[src/seq_pkg.sv]
package seq_pkg;
  // ==========================================================
  // Word and field layout
  localparam int WORD_W = 30;
  localparam int ADDR_W = 15;
  localparam int NUM_INDEX = 8;
  localparam int F_LSB = 24;
  localparam int J_LSB = 21;
  localparam int TGT_ACC_BIT = 20;
  localparam int B_LSB = 15;
  localparam logic [2:0] REPLACE_INDEX = 3'h6;
  localparam logic [2:0] COUNT_INDEX = 3'h7;
  localparam logic [14:0] ADDR_STEP = 15'h1;
  localparam logic [14:0] ADDR_ZERO = 15'h0;

  // ==========================================================
  // Function codes
  localparam logic [5:0] COMPARE_OP = 6'h04;
  localparam logic [5:0] MASK_COMPARE_OP = 6'h23;
  localparam logic [5:0] JUMP_OP = 6'h30;
  localparam logic [5:0] RETURN_JUMP_OP = 6'h34;
  localparam logic [5:0] REPEAT_OP = 6'h38;
  localparam logic [5:0] INDEX_SKIP_OP = 6'h39;
  localparam logic [5:0] INDEX_JUMP_OP = 6'h3a;

  // ==========================================================
  // Designator codes
  localparam logic [2:0] ALWAYS_CODE = 3'h1;
  localparam logic [2:0] OPERAND_LE_SKIP_Q = 3'h2;
  localparam logic [2:0] OPERAND_GT_SKIP_Q = 3'h3;
  localparam logic [2:0] IN_RANGE_SKIP = 3'h4;
  localparam logic [2:0] OUT_OF_RANGE_SKIP = 3'h5;
  localparam logic [2:0] OPERAND_LE_SKIP_A = 3'h6;
  localparam logic [2:0] OPERAND_GT_SKIP_A = 3'h7;
  localparam logic [2:0] ADVANCE_MODE = 3'h1;
  localparam logic [2:0] RETREAT_MODE = 3'h2;
  localparam logic [2:0] CUMULATIVE_INDEX_MODE = 3'h3;
  localparam logic [2:0] ADVANCE_REPLACE_MODE = 3'h5;
  localparam logic [2:0] RETREAT_REPLACE_MODE = 3'h6;
  localparam logic [2:0] CUMULATIVE_INDEX_REPLACE_MODE = 3'h7;

  // ==========================================================
  // Register offsets, status bits, reset values
  localparam logic [7:0] CTRL_OFF = 8'h00;
  localparam logic [7:0] INSTR_OFF = 8'h04;
  localparam logic [7:0] OPERAND_OFF = 8'h08;
  localparam logic [7:0] ACC_OFF = 8'h0c;
  localparam logic [7:0] QREG_OFF = 8'h10;
  localparam logic [7:0] PC_OFF = 8'h14;
  localparam logic [7:0] STATUS_OFF = 8'h18;
  localparam logic [7:0] RETWORD_OFF = 8'h1c;
  localparam logic [7:0] EFFADDR_OFF = 8'h20;
  localparam logic [7:0] STOREADDR_OFF = 8'h24;
  localparam logic [7:0] INDEX_OFF = 8'h40;
  localparam int ST_SKIP = 0;
  localparam int ST_JUMP = 1;
  localparam int ST_REPEAT = 2;
  localparam int ST_STORE = 3;
  localparam logic [29:0] WORD_RST = 30'h0;
  localparam logic [14:0] ADDR_RST = 15'h0;
endpackage : seq_pkg

[src/compare_jump_repeat_sequencer.sv]
`timescale 1ns/1ps
// Function
// (RQ1) Compare skips when operand is less than or equal to register.
// (RQ2) Compare skips when operand strictly exceeds register.
// (RQ3) In-range skip: operand at most Q and above A.
// (RQ4) Out-of-range skip: operand above Q or at most A.
// (RQ5) Order: positive above +0, +0 above -0, -0 above negative.
// (RQ6) Masked compare tests A minus (Q AND operand).
// (RQ7) Masked compare leaves every operational register unchanged.
// (RQ8) Jump without code always taken; with code only when met.
// (RQ9) Jump target from accumulator uses its 15 low bits only.
// (RQ10) Taken return jump continues at target plus one.
// (RQ11) Taken return jump stores next address in target's low half.
// (RQ12) Repeat loads 15-bit count into index 7, repeats next.
// (RQ13) Zero repeat count skips the following instruction.
// (RQ14) Address changes under repeat live in transient registers only.
// (RQ15) Each repeated execution decrements index register 7.
// (RQ16) Advance mode steps address up, retreat mode steps down.
// (RQ17) Cumulative mode adds named index register to address each time.
// (RQ18) Replace-offset mode adds index 6 to store address only.
// (RQ19) Advance and retreat replace modes offset store, then step.
// (RQ20) Cumulative replace mode adds index cumulatively, offsets store.
// (RQ21) Index skip on equality skips and clears the register.
// (RQ22) Index skip on inequality continues and increments the register.
// (RQ23) Index jump continues at zero, else decrements and jumps.
// (RQ24) Index instructions use the three-bit designator as register.
// (RQ25) Repeat ends at zero count or skip, resuming after.
// (RQ26) All arithmetic is 30-bit ones-complement with sign on top; address and index sums here are plain 15-bit binary.
module compare_jump_repeat_sequencer (
  // Clock and reset
  input wire logic clock,
  input wire logic nrst,
  // Wishbone slave
  input wire logic wbCyc,
  input wire logic wbStb,
  input wire logic wbWe,
  input wire logic [7:0] wbAdr,
  input wire logic [3:0] wbSel,
  input wire logic [31:0] wbDatWr,
  output logic [31:0] wbDatRd,
  output logic wbAck
);
  // ==========================================================
  // Helper functions
  function automatic logic [31:0] mergeSel(input logic [31:0] old,
      input logic [31:0] nw, input logic [3:0] sel);
    logic [31:0] r;
    r = old;
    for (int i = 0; i < 4; i++) begin
      if (sel[i]) begin
        r[i*8 +: 8] = nw[i*8 +: 8];
      end
    end
    return r;
  endfunction : mergeSel

  function automatic logic isIndex(input logic [7:0] adr);
    return adr[7:5] == seq_pkg::INDEX_OFF[7:5];
  endfunction : isIndex

  // (RQ5) signed order key
  function automatic logic [29:0] keyOf(input logic [29:0] x);
    return {~x[29], x[28:0]};
  endfunction : keyOf

  // (RQ26) ones-complement zero test
  function automatic logic ocZero(input logic [29:0] x);
    return (x == 30'h0) || (x == 30'h3fffffff);
  endfunction : ocZero

  function automatic logic normCond(input logic [2:0] j,
      input logic [29:0] a, input logic [29:0] q);
    logic r;
    r = 1'b0;
    case (j)
      3'h1: r = 1'b1;
      3'h2: r = ~q[29];
      3'h3: r = q[29];
      3'h4: r = ocZero(a);
      3'h5: r = ~ocZero(a);
      3'h6: r = ~a[29];
      3'h7: r = a[29];
      default: r = 1'b0;
    endcase
    return r;
  endfunction : normCond

  // ==========================================================
  // State
  logic [29:0] instr_r, operand_r, acc_r, q_r, retWord_r;
  logic [14:0] pc_r, tAddr_r, effAddr_r, stAddr_r;
  logic [14:0] indexReg_r [seq_pkg::NUM_INDEX];
  logic [2:0] mode_r;
  logic repActive_r, repFresh_r, skip_r, jumped_r, storeValid_r;
  logic ack_r;
  logic [31:0] rdData_r;

  // ==========================================================
  // Bus decode
  logic wbHit, wbWrite, execGo;
  logic [31:0] curWord, wrWord;
  logic [2:0] wrIdx;

  assign wbHit = wbCyc && wbStb && !ack_r;
  assign wbWrite = wbHit && wbWe;
  assign wrIdx = wbAdr[4:2];
  assign execGo = wbWrite && wbAdr[7:2] == seq_pkg::CTRL_OFF[7:2]
    && wbSel[0] && wbDatWr[0];
  assign wrWord = mergeSel(curWord, wbDatWr, wbSel);
  assign wbAck = ack_r;
  assign wbDatRd = rdData_r;

  always_comb begin
    curWord = 32'h0;
    if (isIndex(wbAdr)) begin
      curWord = {17'h0, indexReg_r[wrIdx]};
    end else begin
      case (wbAdr)
        seq_pkg::INSTR_OFF: curWord = {2'h0, instr_r};
        seq_pkg::OPERAND_OFF: curWord = {2'h0, operand_r};
        seq_pkg::ACC_OFF: curWord = {2'h0, acc_r};
        seq_pkg::QREG_OFF: curWord = {2'h0, q_r};
        seq_pkg::PC_OFF: curWord = {17'h0, pc_r};
        seq_pkg::STATUS_OFF: curWord = {28'h0, storeValid_r,
          repActive_r, jumped_r, skip_r};
        seq_pkg::RETWORD_OFF: curWord = {2'h0, retWord_r};
        seq_pkg::EFFADDR_OFF: curWord = {17'h0, effAddr_r};
        seq_pkg::STOREADDR_OFF: curWord = {17'h0, stAddr_r};
        default: curWord = 32'h0;
      endcase
    end
  end

  always_ff @(posedge clock or negedge nrst) begin
    if (!nrst) begin
      ack_r <= 1'b0;
      rdData_r <= 32'h0;
    end else begin
      ack_r <= wbHit;
      rdData_r <= wbHit ? curWord : 32'h0;
    end
  end

  // ==========================================================
  // Instruction decode
  logic [5:0] fCode;
  logic [2:0] jCode, bDes;
  logic [14:0] yAddr, idxVal, b7Dec, count;
  logic [29:0] yKey, aKey, qKey, maskDiff;

  assign fCode = instr_r[seq_pkg::F_LSB +: 6];
  assign jCode = instr_r[seq_pkg::J_LSB +: 3];
  assign bDes = instr_r[seq_pkg::B_LSB +: 3];
  assign yAddr = instr_r[14:0];
  // (RQ24) designator picks the index register
  assign idxVal = indexReg_r[jCode];
  assign count = operand_r[14:0];
  assign b7Dec = indexReg_r[seq_pkg::COUNT_INDEX] - seq_pkg::ADDR_STEP;
  assign yKey = keyOf(operand_r);
  assign aKey = keyOf(acc_r);
  assign qKey = keyOf(q_r);

  // (RQ6) A minus the masked operand
  oc_adder #(.W(seq_pkg::WORD_W)) maskSub (
    .a(acc_r),
    .b(~(q_r & operand_r)),
    .sum(maskDiff)
  );

  // ==========================================================
  // Execution outcome
  logic skip, jump, cmpSkip, isRjp, repStep, repEnd;
  logic [14:0] base, effAddr, storeAddr, stepAddr, target, pcNext;

  assign isRjp = fCode == seq_pkg::RETURN_JUMP_OP;
  assign repStep = execGo && repActive_r
    && fCode != seq_pkg::REPEAT_OP;
  // (RQ25) count exhausted, skip or jump ends the repeat
  assign repEnd = repStep && (b7Dec == seq_pkg::ADDR_ZERO
    || skip || jump);

  always_comb begin
    cmpSkip = 1'b0;
    case (jCode)
      seq_pkg::ALWAYS_CODE: cmpSkip = 1'b1;
      // (RQ1) less or equal skip
      seq_pkg::OPERAND_LE_SKIP_Q: cmpSkip = yKey <= qKey;
      seq_pkg::OPERAND_LE_SKIP_A: cmpSkip = yKey <= aKey;
      // (RQ2) greater than skip
      seq_pkg::OPERAND_GT_SKIP_Q: cmpSkip = yKey > qKey;
      seq_pkg::OPERAND_GT_SKIP_A: cmpSkip = yKey > aKey;
      // (RQ3) in range
      seq_pkg::IN_RANGE_SKIP: cmpSkip = yKey <= qKey && yKey > aKey;
      // (RQ4) out of range
      seq_pkg::OUT_OF_RANGE_SKIP:
        cmpSkip = yKey > qKey || yKey <= aKey;
      default: cmpSkip = 1'b0;
    endcase
  end

  always_comb begin
    base = yAddr;
    // (RQ14) later passes take the transient address
    if (repActive_r && !repFresh_r) begin
      base = tAddr_r;
    end
    effAddr = base;
    // (RQ17) cumulative index addition
    // (RQ20) cumulative replace too
    if (repActive_r && (mode_r == seq_pkg::CUMULATIVE_INDEX_MODE
        || mode_r == seq_pkg::CUMULATIVE_INDEX_REPLACE_MODE)) begin
      effAddr = base + indexReg_r[bDes];
    end
    storeAddr = effAddr;
    // (RQ18) store half offset by index 6
    if (repActive_r && mode_r[2]) begin
      storeAddr = effAddr + indexReg_r[seq_pkg::REPLACE_INDEX];
    end
    stepAddr = effAddr;
    case (mode_r)
      // (RQ16) advance and retreat stepping
      seq_pkg::ADVANCE_MODE,
      seq_pkg::ADVANCE_REPLACE_MODE:
        stepAddr = effAddr + seq_pkg::ADDR_STEP;
      // (RQ19) replace variants step after offset
      seq_pkg::RETREAT_MODE,
      seq_pkg::RETREAT_REPLACE_MODE:
        stepAddr = effAddr - seq_pkg::ADDR_STEP;
      default: stepAddr = effAddr;
    endcase
    // (RQ9) accumulator target uses low 15 bits
    target = instr_r[seq_pkg::TGT_ACC_BIT] ? acc_r[14:0] : effAddr;
  end

  always_comb begin
    skip = 1'b0;
    jump = 1'b0;
    case (fCode)
      seq_pkg::COMPARE_OP: skip = cmpSkip;
      // (RQ6) condition on the difference
      seq_pkg::MASK_COMPARE_OP: skip = normCond(jCode, maskDiff, q_r);
      // (RQ8) unconditional or conditional transfer
      seq_pkg::JUMP_OP,
      seq_pkg::RETURN_JUMP_OP:
        jump = jCode == 3'h0 || normCond(jCode, acc_r, q_r);
      // (RQ21) equality skips
      seq_pkg::INDEX_SKIP_OP: skip = idxVal == count;
      // (RQ23) nonzero register jumps
      seq_pkg::INDEX_JUMP_OP: jump = idxVal != seq_pkg::ADDR_ZERO;
      // (RQ13) zero count skips
      seq_pkg::REPEAT_OP: skip = count == seq_pkg::ADDR_ZERO;
      default: skip = 1'b0;
    endcase
  end

  always_comb begin
    pcNext = pc_r + seq_pkg::ADDR_STEP;
    if (jump) begin
      // (RQ10) return jump lands one past target
      pcNext = isRjp ? target + seq_pkg::ADDR_STEP : target;
    end else if (repStep && !repEnd) begin
      pcNext = pc_r;
    end else if (fCode == seq_pkg::REPEAT_OP
        && count == seq_pkg::ADDR_ZERO) begin
      // (RQ13) zero count skips the next one
      pcNext = pc_r + 15'h2;
    end else if (skip) begin
      pcNext = pc_r + 15'h2;
    end
  end

  // ==========================================================
  // Software-owned operational registers
  always_ff @(posedge clock or negedge nrst) begin
    if (!nrst) begin
      instr_r <= seq_pkg::WORD_RST;
      operand_r <= seq_pkg::WORD_RST;
      acc_r <= seq_pkg::WORD_RST;
      q_r <= seq_pkg::WORD_RST;
    end else if (wbWrite) begin
      // (RQ7) only the bus changes A and Q
      case (wbAdr)
        seq_pkg::INSTR_OFF: instr_r <= wrWord[29:0];
        seq_pkg::OPERAND_OFF: operand_r <= wrWord[29:0];
        seq_pkg::ACC_OFF: acc_r <= wrWord[29:0];
        seq_pkg::QREG_OFF: q_r <= wrWord[29:0];
        default: instr_r <= instr_r;
      endcase
    end
  end

  // ==========================================================
  // Program counter and outcome status
  always_ff @(posedge clock or negedge nrst) begin
    if (!nrst) begin
      pc_r <= seq_pkg::ADDR_RST;
      skip_r <= 1'b0;
      jumped_r <= 1'b0;
      storeValid_r <= 1'b0;
      retWord_r <= seq_pkg::WORD_RST;
      effAddr_r <= seq_pkg::ADDR_RST;
      stAddr_r <= seq_pkg::ADDR_RST;
    end else if (execGo) begin
      pc_r <= pcNext;
      skip_r <= skip;
      jumped_r <= jump;
      effAddr_r <= effAddr;
      stAddr_r <= (isRjp && jump) ? target : storeAddr;
      storeValid_r <= isRjp && jump;
      if (isRjp && jump) begin
        // (RQ11) return address into low half
        retWord_r <= {15'h0, pc_r + seq_pkg::ADDR_STEP};
      end
    end else if (wbWrite && wbAdr == seq_pkg::PC_OFF) begin
      pc_r <= wrWord[14:0];
    end
  end

  // ==========================================================
  // Index registers
  always_ff @(posedge clock or negedge nrst) begin
    if (!nrst) begin
      for (int i = 0; i < seq_pkg::NUM_INDEX; i++) begin
        indexReg_r[i] <= seq_pkg::ADDR_RST;
      end
    end else if (execGo) begin
      case (fCode)
        // (RQ22) mismatch increments, match clears
        seq_pkg::INDEX_SKIP_OP:
          indexReg_r[jCode] <= skip ? seq_pkg::ADDR_ZERO
            : idxVal + seq_pkg::ADDR_STEP;
        seq_pkg::INDEX_JUMP_OP:
          if (jump) begin
            indexReg_r[jCode] <= idxVal - seq_pkg::ADDR_STEP;
          end
        // (RQ12) count into index register 7
        seq_pkg::REPEAT_OP:
          indexReg_r[seq_pkg::COUNT_INDEX] <= count;
        default: ;
      endcase
      // (RQ15) one less per repeated pass
      if (repStep) begin
        indexReg_r[seq_pkg::COUNT_INDEX] <= b7Dec;
      end
    end else if (wbWrite && isIndex(wbAdr)) begin
      indexReg_r[wrIdx] <= wrWord[14:0];
    end
  end

  // ==========================================================
  // Repeat sequencing
  always_ff @(posedge clock or negedge nrst) begin
    if (!nrst) begin
      repActive_r <= 1'b0;
      repFresh_r <= 1'b0;
      mode_r <= 3'h0;
      tAddr_r <= seq_pkg::ADDR_RST;
    end else if (execGo) begin
      if (fCode == seq_pkg::REPEAT_OP) begin
        repActive_r <= count != seq_pkg::ADDR_ZERO;
        repFresh_r <= 1'b1;
        mode_r <= jCode;
      end else if (repStep) begin
        // (RQ25) end or keep going
        repActive_r <= !repEnd;
        repFresh_r <= 1'b0;
        // (RQ14) stepped address kept aside
        tAddr_r <= stepAddr;
      end
    end
  end
endmodule : compare_jump_repeat_sequencer

[src/oc_adder.sv]
`timescale 1ns/1ps
// Ones-complement adder with end-around carry
module oc_adder #(
  parameter int W = 30
) (
  // Operands
  input wire logic [W-1:0] a,
  input wire logic [W-1:0] b,
  // Result
  output logic [W-1:0] sum
);
  logic [W:0] raw;

  assign raw = {1'b0, a} + {1'b0, b};
  assign sum = raw[W-1:0] + {{(W-1){1'b0}}, raw[W]};
endmodule : oc_adder

[config.mk]
export PLATFORM = sky130hd
export DESIGN_NAME = compare_jump_repeat_sequencer
export DESIGN_NICKNAME = d
export VERILOG_FILES = /design/src/seq_pkg.sv /design/src/compare_jump_repeat_sequencer.sv /design/src/oc_adder.sv
export SDC_FILE = /design/constraint.sdc
export NUM_CORES = 1
export LEC_CHECK = 0
export BUFFER_PORTS_ARGS = -buffer_cell sky130_fd_sc_hd__buf_2
export CAP_MARGIN = 20
export CELL_PAD_IN_SITES_DETAIL_PLACEMENT = 0
export CELL_PAD_IN_SITES_GLOBAL_PLACEMENT = 1
export CORE_MARGIN = 8
export CORE_UTILIZATION = 45
export CTS_CLUSTER_DIAMETER = 120
export CTS_CLUSTER_SIZE = 10
export DETAILED_ROUTE_END_ITERATION = 6
export PLACE_DENSITY = 0.8
export REMOVE_ABC_BUFFERS = 1
export SYNTH_ARGS = -nofsm -noshare
export SYNTH_HDL_FRONTEND = slang
export SYNTH_HIERARCHICAL = 1
export SYNTH_SLANG_ARGS = --single-unit
[constraint.sdc]
create_clock -name clock -period 6.3 [get_ports clock]
set_input_delay 0.315 -clock clock [delete_from_list [all_inputs] [get_ports clock]]
set_output_delay 0.315 -clock clock [all_outputs]
set_load 0.05 [all_outputs]
# Yosys cells after proc, flatten, opt, wreduce, memory -nomap -nowiden
# Index checks and enable logic that the tools add are counted.
op_classes:
  n_addsub: 12
  n_lt_le_gt_ge: 9
  eq_ne: 39
  muxes: 53
  bitwise_logic: 12
  n_reduce_logical: 55
op_table:
  columns: ["operator", "n"]
  rows:
  - ["bitwise mux 120 bit", 3]
  - ["2-to-1 mux 120 bit", 3]
  - ["2-to-1 mux 15 bit", 22]
  - ["one-hot mux 30 bit (9 select lines)", 1]
  - ["one-hot mux 105 bit (2 select lines)", 1]
  - ["binary-select mux 15 bit (select 3 bit)", 3]
  - ["demux 15 bit (select 3 bit)", 2]
  - ["adder 15 x 1 -> 15 bit (second input constant)", 4]
  - ["== test 30 bit (second input constant)", 2]
  - ["greater-than comparator 30 bit", 2]
  - ["less-or-equal comparator 30 bit", 2]
  - ["zero test 30 bit", 2]
  - ["one-hot mux 15 bit (3 select lines)", 1]
  - ["subtractor 15 x 1 -> 15 bit (second input constant)", 3]
  - ["== test 6 bit (second input constant)", 6]
  - ["== test 8 x 5 -> 1 bit (second input constant)", 4]
  - ["2-to-1 mux 32 bit", 1]
  - ["adder 30 x 30 -> 31 bit", 1]
  - ["adder 15 bit", 2]
  - ["adder 30 x 1 -> 30 bit", 1]
  - ["bitwise AND 30 bit", 1]
  - ["zero test 15 bit", 2]
  - ["2-to-1 mux 30 bit", 1]
  - ["NOT 30 bit", 1]
  - ["35 further kinds", 109]
totals:
  reg_bits: 356
  in_bits: 49
  output_inout_bits: 33
  word_cells: 205

# Longest topological paths before layout
# Gate-level depths: netlist of run 1.
depth:
  word_depth: 17
  mapped_depth: 35
  ltp_nobuf: 33

# Hierarchy
# Netlist of run 1, hierarchy kept.
by_module_without_submodules:
  columns: ["mod", "instances", "cells_per_inst", "area_per_inst_um2", "seq_area_each_um2"]
  rows:
  - ["compare_jump_repeat_sequencer", 1, 2898, 26375.3, 8858.5]
  - ["oc_adder", 1, 321, 2267.2, 0.0]

# Worst setup path after synthesis of run 1
# Ideal clock, no wire load.
synth_timing:
  kind: "register to register"
  from: "register operand_r[0]"
  to: "register indexReg_r[58] in the netlist's numbering"
  setup_time_ns: 0.083
  arrival_time_ns: 6.315
  t_required_ns: 6.217
  setup_slack_ns: -0.098
  stages_incl_launch_ff: 35
  path_buffers: 1
  synth_period_minus_slack_ns: 6.398
  path_cell_list: "dfrtp_1 -> ha_1 -> inv_1 -> ha_1 -> fa_1 -> a21oi_1 -> o221a_2 -> o21ai_2 -> nand4b_1 -> o211ai_1 -> a21o_1 -> a21oi_1 -> nor2b_1 -> o21ai_0 -> nand2b_1 -> ha_1 -> ha_1 -> and2_1 -> and3_1 -> nand3_2 -> nor2_1 -> xnor2_1 -> nand4_1 -> or4_1 -> o22ai_1 -> mux2i_1 -> a21oi_1 -> nor3_1 -> o2111ai_2 -> nor2_2 -> clkbuf_1 -> nand3_1 -> o21ai_1 -> a22oi_1 -> o21ai_0"
synth_between:
  elab_chain_cells: 13
  elab_cells_between_ends: 24
  cone_classes: "add/sub (2); order compare (4); eq/ne (2); mux (7); bitwise (4); reduce/logical (5)"
synth_lines:
  columns: ["element", "line", "text"]
  rows:
  - ["start: declaration", "compare_jump_repeat_sequencer.sv:90", "logic [29:0] instr_r, operand_r, acc_r, q_r, retWord_r;"]
  - ["start signal: assignment", "compare_jump_repeat_sequencer.sv:277", "operand_r <= seq_pkg::WORD_RST;"]
  - ["start signal: assignment", "compare_jump_repeat_sequencer.sv:284", "seq_pkg::OPERAND_OFF: operand_r <= wrWord[29:0];"]
  - ["bitwise AND 30 bit *", "compare_jump_repeat_sequencer.sv:166", ".b(~(q_r & operand_r)),"]
  - ["NOT 30 bit *", "compare_jump_repeat_sequencer.sv:166", null]
  - ["adder 30 x 30 -> 31 bit *", "oc_adder.sv:14", "assign raw = {1'b0, a} + {1'b0, b};"]
  - ["adder 30 x 1 -> 30 bit *", "oc_adder.sv:15", "assign sum = raw[W-1:0] + {{(W-1){1'b0}}, raw[W]};"]
  - ["named net maskDiff[22]", "compare_jump_repeat_sequencer.sv:149", "logic [29:0] yKey, aKey, qKey, maskDiff;"]
  - ["== test 30 bit or zero test 30 bit (tied branches)", "compare_jump_repeat_sequencer.sv:68", "return (x == 30'h0) || (x == 30'h3fffffff);"]
  - ["logical OR 1 bit *", "compare_jump_repeat_sequencer.sv:68", null]
  - ["NOT 1 bit", "compare_jump_repeat_sequencer.sv:80", "3'h5: r = ~ocZero(a);"]
  - ["one-hot mux 1 bit (7 select lines) *", "compare_jump_repeat_sequencer.sv:75", "case (j)"]
  - ["one-hot mux 1 bit (4 select lines) *", "compare_jump_repeat_sequencer.sv:238", "case (fCode)"]
  - ["2-to-1 mux 15 bit *", "compare_jump_repeat_sequencer.sv:330", "indexReg_r[jCode] <= skip ? seq_pkg::ADDR_ZERO"]
  - ["bitwise mux 120 bit *", "compare_jump_repeat_sequencer.sv:330", null]
  - ["one-hot mux 105 bit (2 select lines) *", "compare_jump_repeat_sequencer.sv:327", "case (fCode)"]
  - ["2-to-1 mux 120 bit *", "compare_jump_repeat_sequencer.sv:326", "end else if (execGo) begin"]
  - ["end signal: indexed assignment", "compare_jump_repeat_sequencer.sv:324", "indexReg_r[i] <= seq_pkg::ADDR_RST;"]
  - ["end signal: indexed assignment", "compare_jump_repeat_sequencer.sv:330", null]
  - ["end signal: indexed assignment", "compare_jump_repeat_sequencer.sv:334", "indexReg_r[jCode] <= idxVal - seq_pkg::ADDR_STEP;"]
  - ["end: declaration", "compare_jump_repeat_sequencer.sv:92", "logic [14:0] indexReg_r [seq_pkg::NUM_INDEX];"]
# The timed path passes the listed nets; every way through them passes the cells marked *.
# A chain may end at the register's enable or synchronous reset.

# Worst setup path after layout of run 1
layout_timing:
  from: "register q_r[19]"
  to: "register indexReg_r[112] in the netlist's numbering"
layout_between:
  elab_chain_cells: 13
  elab_cells_between_ends: 20
  cone_classes: "add/sub (2); order compare (2); eq/ne (1); mux (7); bitwise (4); reduce/logical (4)"
layout_lines:
  columns: ["element", "line", "text"]
  rows:
  - ["start: declaration", "compare_jump_repeat_sequencer.sv:90", null]
  - ["start signal: assignment", "compare_jump_repeat_sequencer.sv:279", "q_r <= seq_pkg::WORD_RST;"]
  - ["start signal: assignment", "compare_jump_repeat_sequencer.sv:286", "seq_pkg::QREG_OFF: q_r <= wrWord[29:0];"]
  - ["bitwise AND 30 bit *", "compare_jump_repeat_sequencer.sv:166", null]
  - ["NOT 30 bit *", "compare_jump_repeat_sequencer.sv:166", null]
  - ["adder 30 x 30 -> 31 bit *", "oc_adder.sv:14", null]
  - ["adder 30 x 1 -> 30 bit *", "oc_adder.sv:15", null]
  - ["named net maskDiff[29]", "compare_jump_repeat_sequencer.sv:149", null]
  - ["== test 30 bit or zero test 30 bit (tied branches)", "compare_jump_repeat_sequencer.sv:68", null]
  - ["logical OR 1 bit", "compare_jump_repeat_sequencer.sv:68", null]
  - ["NOT 1 bit", "compare_jump_repeat_sequencer.sv:80", null]
  - ["one-hot mux 1 bit (7 select lines) *", "compare_jump_repeat_sequencer.sv:75", null]
  - ["one-hot mux 1 bit (4 select lines) *", "compare_jump_repeat_sequencer.sv:238", null]
  - ["2-to-1 mux 15 bit *", "compare_jump_repeat_sequencer.sv:330", null]
  - ["bitwise mux 120 bit *", "compare_jump_repeat_sequencer.sv:330", null]
  - ["one-hot mux 105 bit (2 select lines) *", "compare_jump_repeat_sequencer.sv:327", null]
  - ["2-to-1 mux 120 bit *", "compare_jump_repeat_sequencer.sv:326", null]
# Marked as above.

==> results_dict.tcl, run 1 <==
set metrics [dict create \
    p_leak_nw 15.4 \
    clk_latency_ps 610 \
    routabilityCongestion 1.07 \
    vdd_ir_drop_max_uv 212 \
    power.density_mw_per_mm2 153 \
    ys_ff_latch 354 \
    setup_slack_ps -273 \
    wirelength_mm 132 \
    cp-start-kind "register" \
    fin_nets 3713 \
    end_kind "register" \
    drtAntennaViolNets 0 \
    fin_crit_sh 1.04 \
    grt_overflow 0 \
    drv_cap 0 \
    netlist_instances 3219 \
    grt_max_degree 129 \
    setup_viol 132 \
    cts_root_buffer "clkbuf_16" \
    ctsHtreeMaxLevel 2 \
    cts_inserted_buffers 41 \
    vias 29200 \
    slew_viol_final 0 \
    clk_path_buf_depth 3 \
    fin_skew_ps 36.1 \
    r2r_slack_ps -270 \
    violations "setup timing" \
    top_layer_used "met5" \
    synth-seq-area-share 0.309 \
    arrival_ps 7050 \
    final_common_cell "nand2_1" \
    ios 82 \
    dr_wl_met3_mm 15.3 \
    grt_pass1_vias 28800 \
    rsz0062_at_grt "yes" \
    synthesis.area_mm2 0.0286 \
    die-area_mm2 0.0720 \
    hold_viol 0 \
    reg2reg_depth 36 \
    critPathCapture "indexReg_r[112]" \
    grtUsageTotal 0.358 \
    max_freq_mhz 152 \
    initial_core_util 0.455 \
    whs_ps 145 \
    met2_length_mm 56.6 \
    drc_errors 0 \
    clkSinkCount 354 \
    routedWlPerCell_um 30.3 \
    ys.flop_type "dfrtp_1" \
    final_cell_mix "373 x nand2_1, 351 x dfrtp_1, 334 x buf_4" \
    first_pass_iters 7 \
    fin_util 0.552 \
    wl_met1_mm 49.3 \
    cp_common_cell "buf_6" \
    status "finished, violations left" \
    grt_pass1_wl_mm 192 \
    drive_gt1_frac 0.281 \
    core-area_mm2 0.0630 \
    async_reset_ff_frac 1.00 \
    area_growth_pct 21.4 \
    worstMarginPinSlew_ps 1230 \
    reg2reg_from "q_r[19]" \
    pre_cts_ws_ps -729 \
    crit_path_max_fanout 7 \
    slowest_delay_ps 500 \
    die_x_um 268 \
    synth_edf_count 0 \
    place_hpwl_mm 97.0 \
    numPortBuffers 77 \
    viasPerCell 6.73 \
    fin_total_pwr_mw 5.32 \
    period_minus_slack_ps 6570 \
    antenna_found_initial 7 \
    drtIter0Drc 3710 \
    r2r_end "indexReg_r[112]" \
    row_count 92 \
    synth_warnings 6 \
    slowest_stage "or4_4" \
    die_height_um 268 \
    yosysUniqueCellTypes 94 \
    clk_pin_slew_ps 60 \
    cts_tree "built" \
    startpoint "q_r[19]" \
    relSlewSlack 0.181 \
    synth.avg_cell_area_um2 8.90 \
    required_ps 6780 \
    hold_path_class "primary input to register" \
    critPathKind "register to register" \
]
## worst max-delay path: cells and delay by family (launching register included)
| kind | cells | cell delay, ps |
|---|---|---|
| flip-flops | 1 | 360 |
| AO/OA/AOI/OAI | 11 | 2260 |
| AND/OR/NAND/NOR | 13 | 2010 |
| XOR/XNOR | 1 | 150 |
| multiplexers | 1 | 120 |
| adder cells (fa/ha/maj) | 3 | 650 |
| buffers and inverters | 7 | 890 |
## cells by family (layout without fill, tap and decap cells)
kind of cell	count (synthesis)	count (layout)	synth area share
AND/OR/NAND/NOR	1001	1001	0.162
adder cells (fa/ha/maj)	176	176	0.0779
XOR/XNOR	168	168	0.0514
buffers and inverters	357	630	0.0502
other	1	3	0.000131
multiplexers	276	276	0.142
AO/OA/AOI/OAI	886	886	0.207
flip-flops	354	354	0.309
## area by class of cell
type | instances | area (um2)
Fill cell | 5730 | 28200
Multi-Input combinational cell | 2509 | 19800
Timing Repair Buffer | 448 | 3440
Clock inverter | 3 | 18.8
Tap cell | 846 | 1060
Inverter | 134 | 503
Sequential cell | 354 | 8860
Antenna cell | 1 | 2.50
Clock buffer | 45 | 1080
## cells in the mapped netlist (29+ instances only)
cell type,n,area share
nand2_1,388,0.051
dfrtp_1,354,0.31
nor2_1,230,0.030
o21ai_0,210,0.037
a21oi_1,184,0.032
ha_1,172,0.075
clkbuf_1,158,0.021
mux2_2,133,0.052
inv_1,132,0.017
xnor2_1,112,0.034
mux4_2,86,0.068
nand3_1,79,0.014
nor3_1,71,0.012
a22o_1,65,0.020
o22ai_1,65,0.014
xor2_1,56,0.017
a22oi_1,47,0.012
mux2i_1,46,0.016
nand4_1,41,0.0090
a21o_1,31,0.0081
buf_2,31,0.0054
nand2b_1,30,0.0066
a221oi_1,29,0.0089
## per-stage QoR
stage / setup TNS (ps) / instances / instance area [um2]
4_1_cts: -7260 / 4323 / 34100
5_1_grt: -60670 / 4339 / 34800
6_report: -24540 / 4340 / 34800
3_5_place_dp: -67210 / 4247 / 31800
3_3_place_gp: -52300 / 4247 / 31800
2_1_floorplan: -111510 / 2997 / 27700
## flip-flops by register name, summed over array words and instances, names as in the netlist, 3 cells and up
name / flops
acc_r: 30
wbDatRd: 30
instr_r: 30
tAddr_r: 15
stAddr_r: 15
retWord_r: 15
mode_r: 3
operand_r: 30
pc_r: 15
effAddr_r: 15
q_r: 30
indexReg_r: 120
## how the worst min path moves through the flow
stage | from | endpoint | depth (start not counted)
final | wbDatWr[23] | q_r[23] | 3
after global routing | wbDatWr[26] | q_r[26] | 3
after CTS | wbDatWr[24] | q_r[24] | 3
after detailed placement | nrst | q_r[1] | 1
after global placement | nrst | operand_r[1] | 1
after floorplan | nrst | acc_r[0] | 0
## metal layers
layer  global-route usage  up-vias
li1                     -    12400
met1                0.442    14400
met2                0.534     1935
met3                0.105      457
met4                0.251        4
met5              0.00203        -
## timing repair
| item | in CTS | in global routing |
|---|---|---|
| hold buffers | 1 | 0 |
| resized for setup | 213 | 104 |
| setup buffers | 25 | 15 |
| gates cloned | 3 | 1 |
| pin swaps | 114 | 64 |
| hold endpoints to repair | 83 | 0 |
| endpoints found under the setup margin | 137 | 137 |
## report_power, final
| group | total, mW | internal, mW | switching (mW) |
|---|---|---|---|
| Sequential | 2.35 | 2.30 | 0.0427 |
| Clock | 2.21 | 1.20 | 1.00 |
| Combinational | 0.762 | 0.273 | 0.488 |
No activity file was read; power rests on OpenSTA's default activity.
==> run 2, diff against run 1 <==
Settings changed: REMOVE_ABC_BUFFERS 1 to default, SKIP_CTS_REPAIR_TIMING from default to 1.
==> run 2 against run 1 <==
Effect of this change:
- the flow finishes with violations (DRC, setup timing)
- global-route usage is 0.62 points lower
- flip-flop and latch count stayed put
- first-iteration DRC count is 15% higher
- wire length is 0.73% lower
- critical path depth is 1 higher
- clock-buffer cell count is 1 lower
- design area is 1.9% lower
- critical endpoint is now indexReg_r[88]
==> results_dict.tcl, run 2 (same netlist as run 1, synthesis figures left out) <==
set metrics [dict create \
    status "finished, violations left" \
    seq_area_mm2 0.00887 \
    p_leak_nw 15.3 \
    ios 82 \
    clk_path_buf_depth 3 \
    num-fill-cells 5823 \
    drc_errors 6 \
    drtIter0Drc 4258 \
    arrival_ps 7310 \
    routabilityCongestion 1.02 \
    slew_viol_final 0 \
    design_area_mm2 0.0341 \
    slowest_stage "or4_1" \
    row_count 92 \
    fin_nets 3708 \
    hold_viol 0 \
    end_kind "register" \
    setup_viol 136 \
    final_cell_mix "373 x nand2_1, 350 x dfrtp_1, 335 x buf_4" \
    power_frac_seq 0.442 \
    worstMarginPinSlew_ps 1210 \
    dp.cells 4253 \
    fin_total_pwr_mw 5.30 \
    routedWlPerCell_um 30.2 \
    vdd_ir_drop_max_uv 197 \
    cp-start-kind "register" \
    drtAntennaViolNets 0 \
    numPortBuffers 77 \
    relSlewSlack 0.192 \
    antenna_found_initial 5 \
    place_hpwl_mm 95.9 \
    grt_overflow 0 \
    viasPerCell 6.67 \
    required_ps 6850 \
    fin_crit_sh 1.07 \
    ctsHtreeMaxLevel 2 \
    vias 28900 \
    grt_pass1_vias 27700 \
    setup_slack_ps -456 \
    die_height_um 268 \
    swShare 0.295 \
    period_minus_slack_ps 6760 \
    area_growth_pct 19.1 \
    drv_cap 0 \
    max_freq_mhz 148 \
    clk_pin_slew_ps 60 \
    critPathKind "register to register" \
    first_pass_iters 7 \
    wirelength_mm 131 \
    clkPwrFrac 0.420 \
    crit_family "simple AND/OR/NAND/NOR gates" \
    power.share.combinational 0.138 \
    regMostFlops "indexReg_r" \
    drive_gt1_frac 0.260 \
    final_common_cell "nand2_1" \
    final_cells 4335 \
    multi_input_area_mm2 0.0192 \
    crit_path_max_fanout 7 \
    die-area_mm2 0.0720 \
    hold_path_class "primary input to register" \
    cts_tree "built" \
    initial_core_util 0.455 \
    cts_inserted_buffers 41 \
    switchingPower_mw 1.56 \
    core-area_mm2 0.0630 \
    rsz0062_at_grt "yes" \
    grtUsageTotal 0.352 \
    whs_ps 134 \
    clk_latency_ps 630 \
    pre_cts_ws_ps -690 \
    power.density_mw_per_mm2 155 \
    violations "DRC, setup timing" \
    slowest_delay_ps 500 \
    die_x_um 268 \
    p_int_mw 3.74 \
    cp_num_buf_inv 8 \
    placed_area_mm2 0.0318 \
    clkSinkCount 354 \
    grt_max_degree 138 \
    fin_skew_ps 44.7 \
    grt_pass1_wl_mm 188 \
    largest_reg_flops 120 \
    cts_root_buffer "clkbuf_16" \
    cp_common_cell "buf_6" \
]
## run 2: metrics by stage
step,util,TNS (ps)
final,0.542,-40870
after floorplan,-,0
after CTS,0.523,-64140
after global placement,0.505,-46880
after detailed placement,0.506,-61870
after global routing,0.542,-83340
## run 2: area by class of cell
| type | instances | area share |
|---|---|---|
| Multi-Input combinational cell | 2509 | 0.564 |
| Sequential cell | 354 | 0.260 |
| Timing Repair Buffer | 443 | 0.0981 |
| Tap cell | 846 | 0.0310 |
| Clock buffer | 44 | 0.0304 |
| Inverter | 134 | 0.0147 |
| Clock inverter | 4 | 0.00198 |
| Antenna cell | 1 | 0.0000734 |
## run 2: worst reg2reg max path, delay by kind of cell, from the launching register on
kind / cells / cell delay (ps)
flip-flops: 1 / 370
XOR/XNOR: 1 / 220
adder cells (fa/ha/maj): 3 / 640
AND/OR/NAND/NOR: 13 / 2500
buffers and inverters: 8 / 1170
AO/OA/AOI/OAI: 11 / 1630
multiplexers: 1 / 190
## run 2: routing by layer
layer  GRT usage  wire [um]
met4       0.205       9060
met2       0.524      55900
met5           0         12
met3      0.0965      15400
met1       0.455      50400
## run 2: worst paths after layout
path                               startpoint        endpoint  cells past startpoint  slack [ps]
min in group asynchronous                nrst     instr_r[25]                      2         290
worst min-delay path              wbDatWr[28]       acc_r[28]                      3         130
max in group asynchronous                nrst    effAddr_r[3]                      3        4610
worst min register to register  effAddr_r[10]   effAddr_r[10]                      2         480
worst max register to register  operand_r[17]  indexReg_r[88]                     37        -460
worst max-delay path            operand_r[17]  indexReg_r[88]                     37        -460
## run 2: power by group through the flow
stage / combinational [mW] / clock, mW / sequential, mW
2_1_floorplan: 0.368 / 0 / 2.37
4_1_cts: 0.681 / 2.24 / 2.34
3_5_place_dp: 0.678 / 0 / 2.38
5_1_grt: 0.767 / 2.32 / 2.34
6_report: 0.731 / 2.23 / 2.34
3_3_place_gp: 0.671 / 0 / 2.38
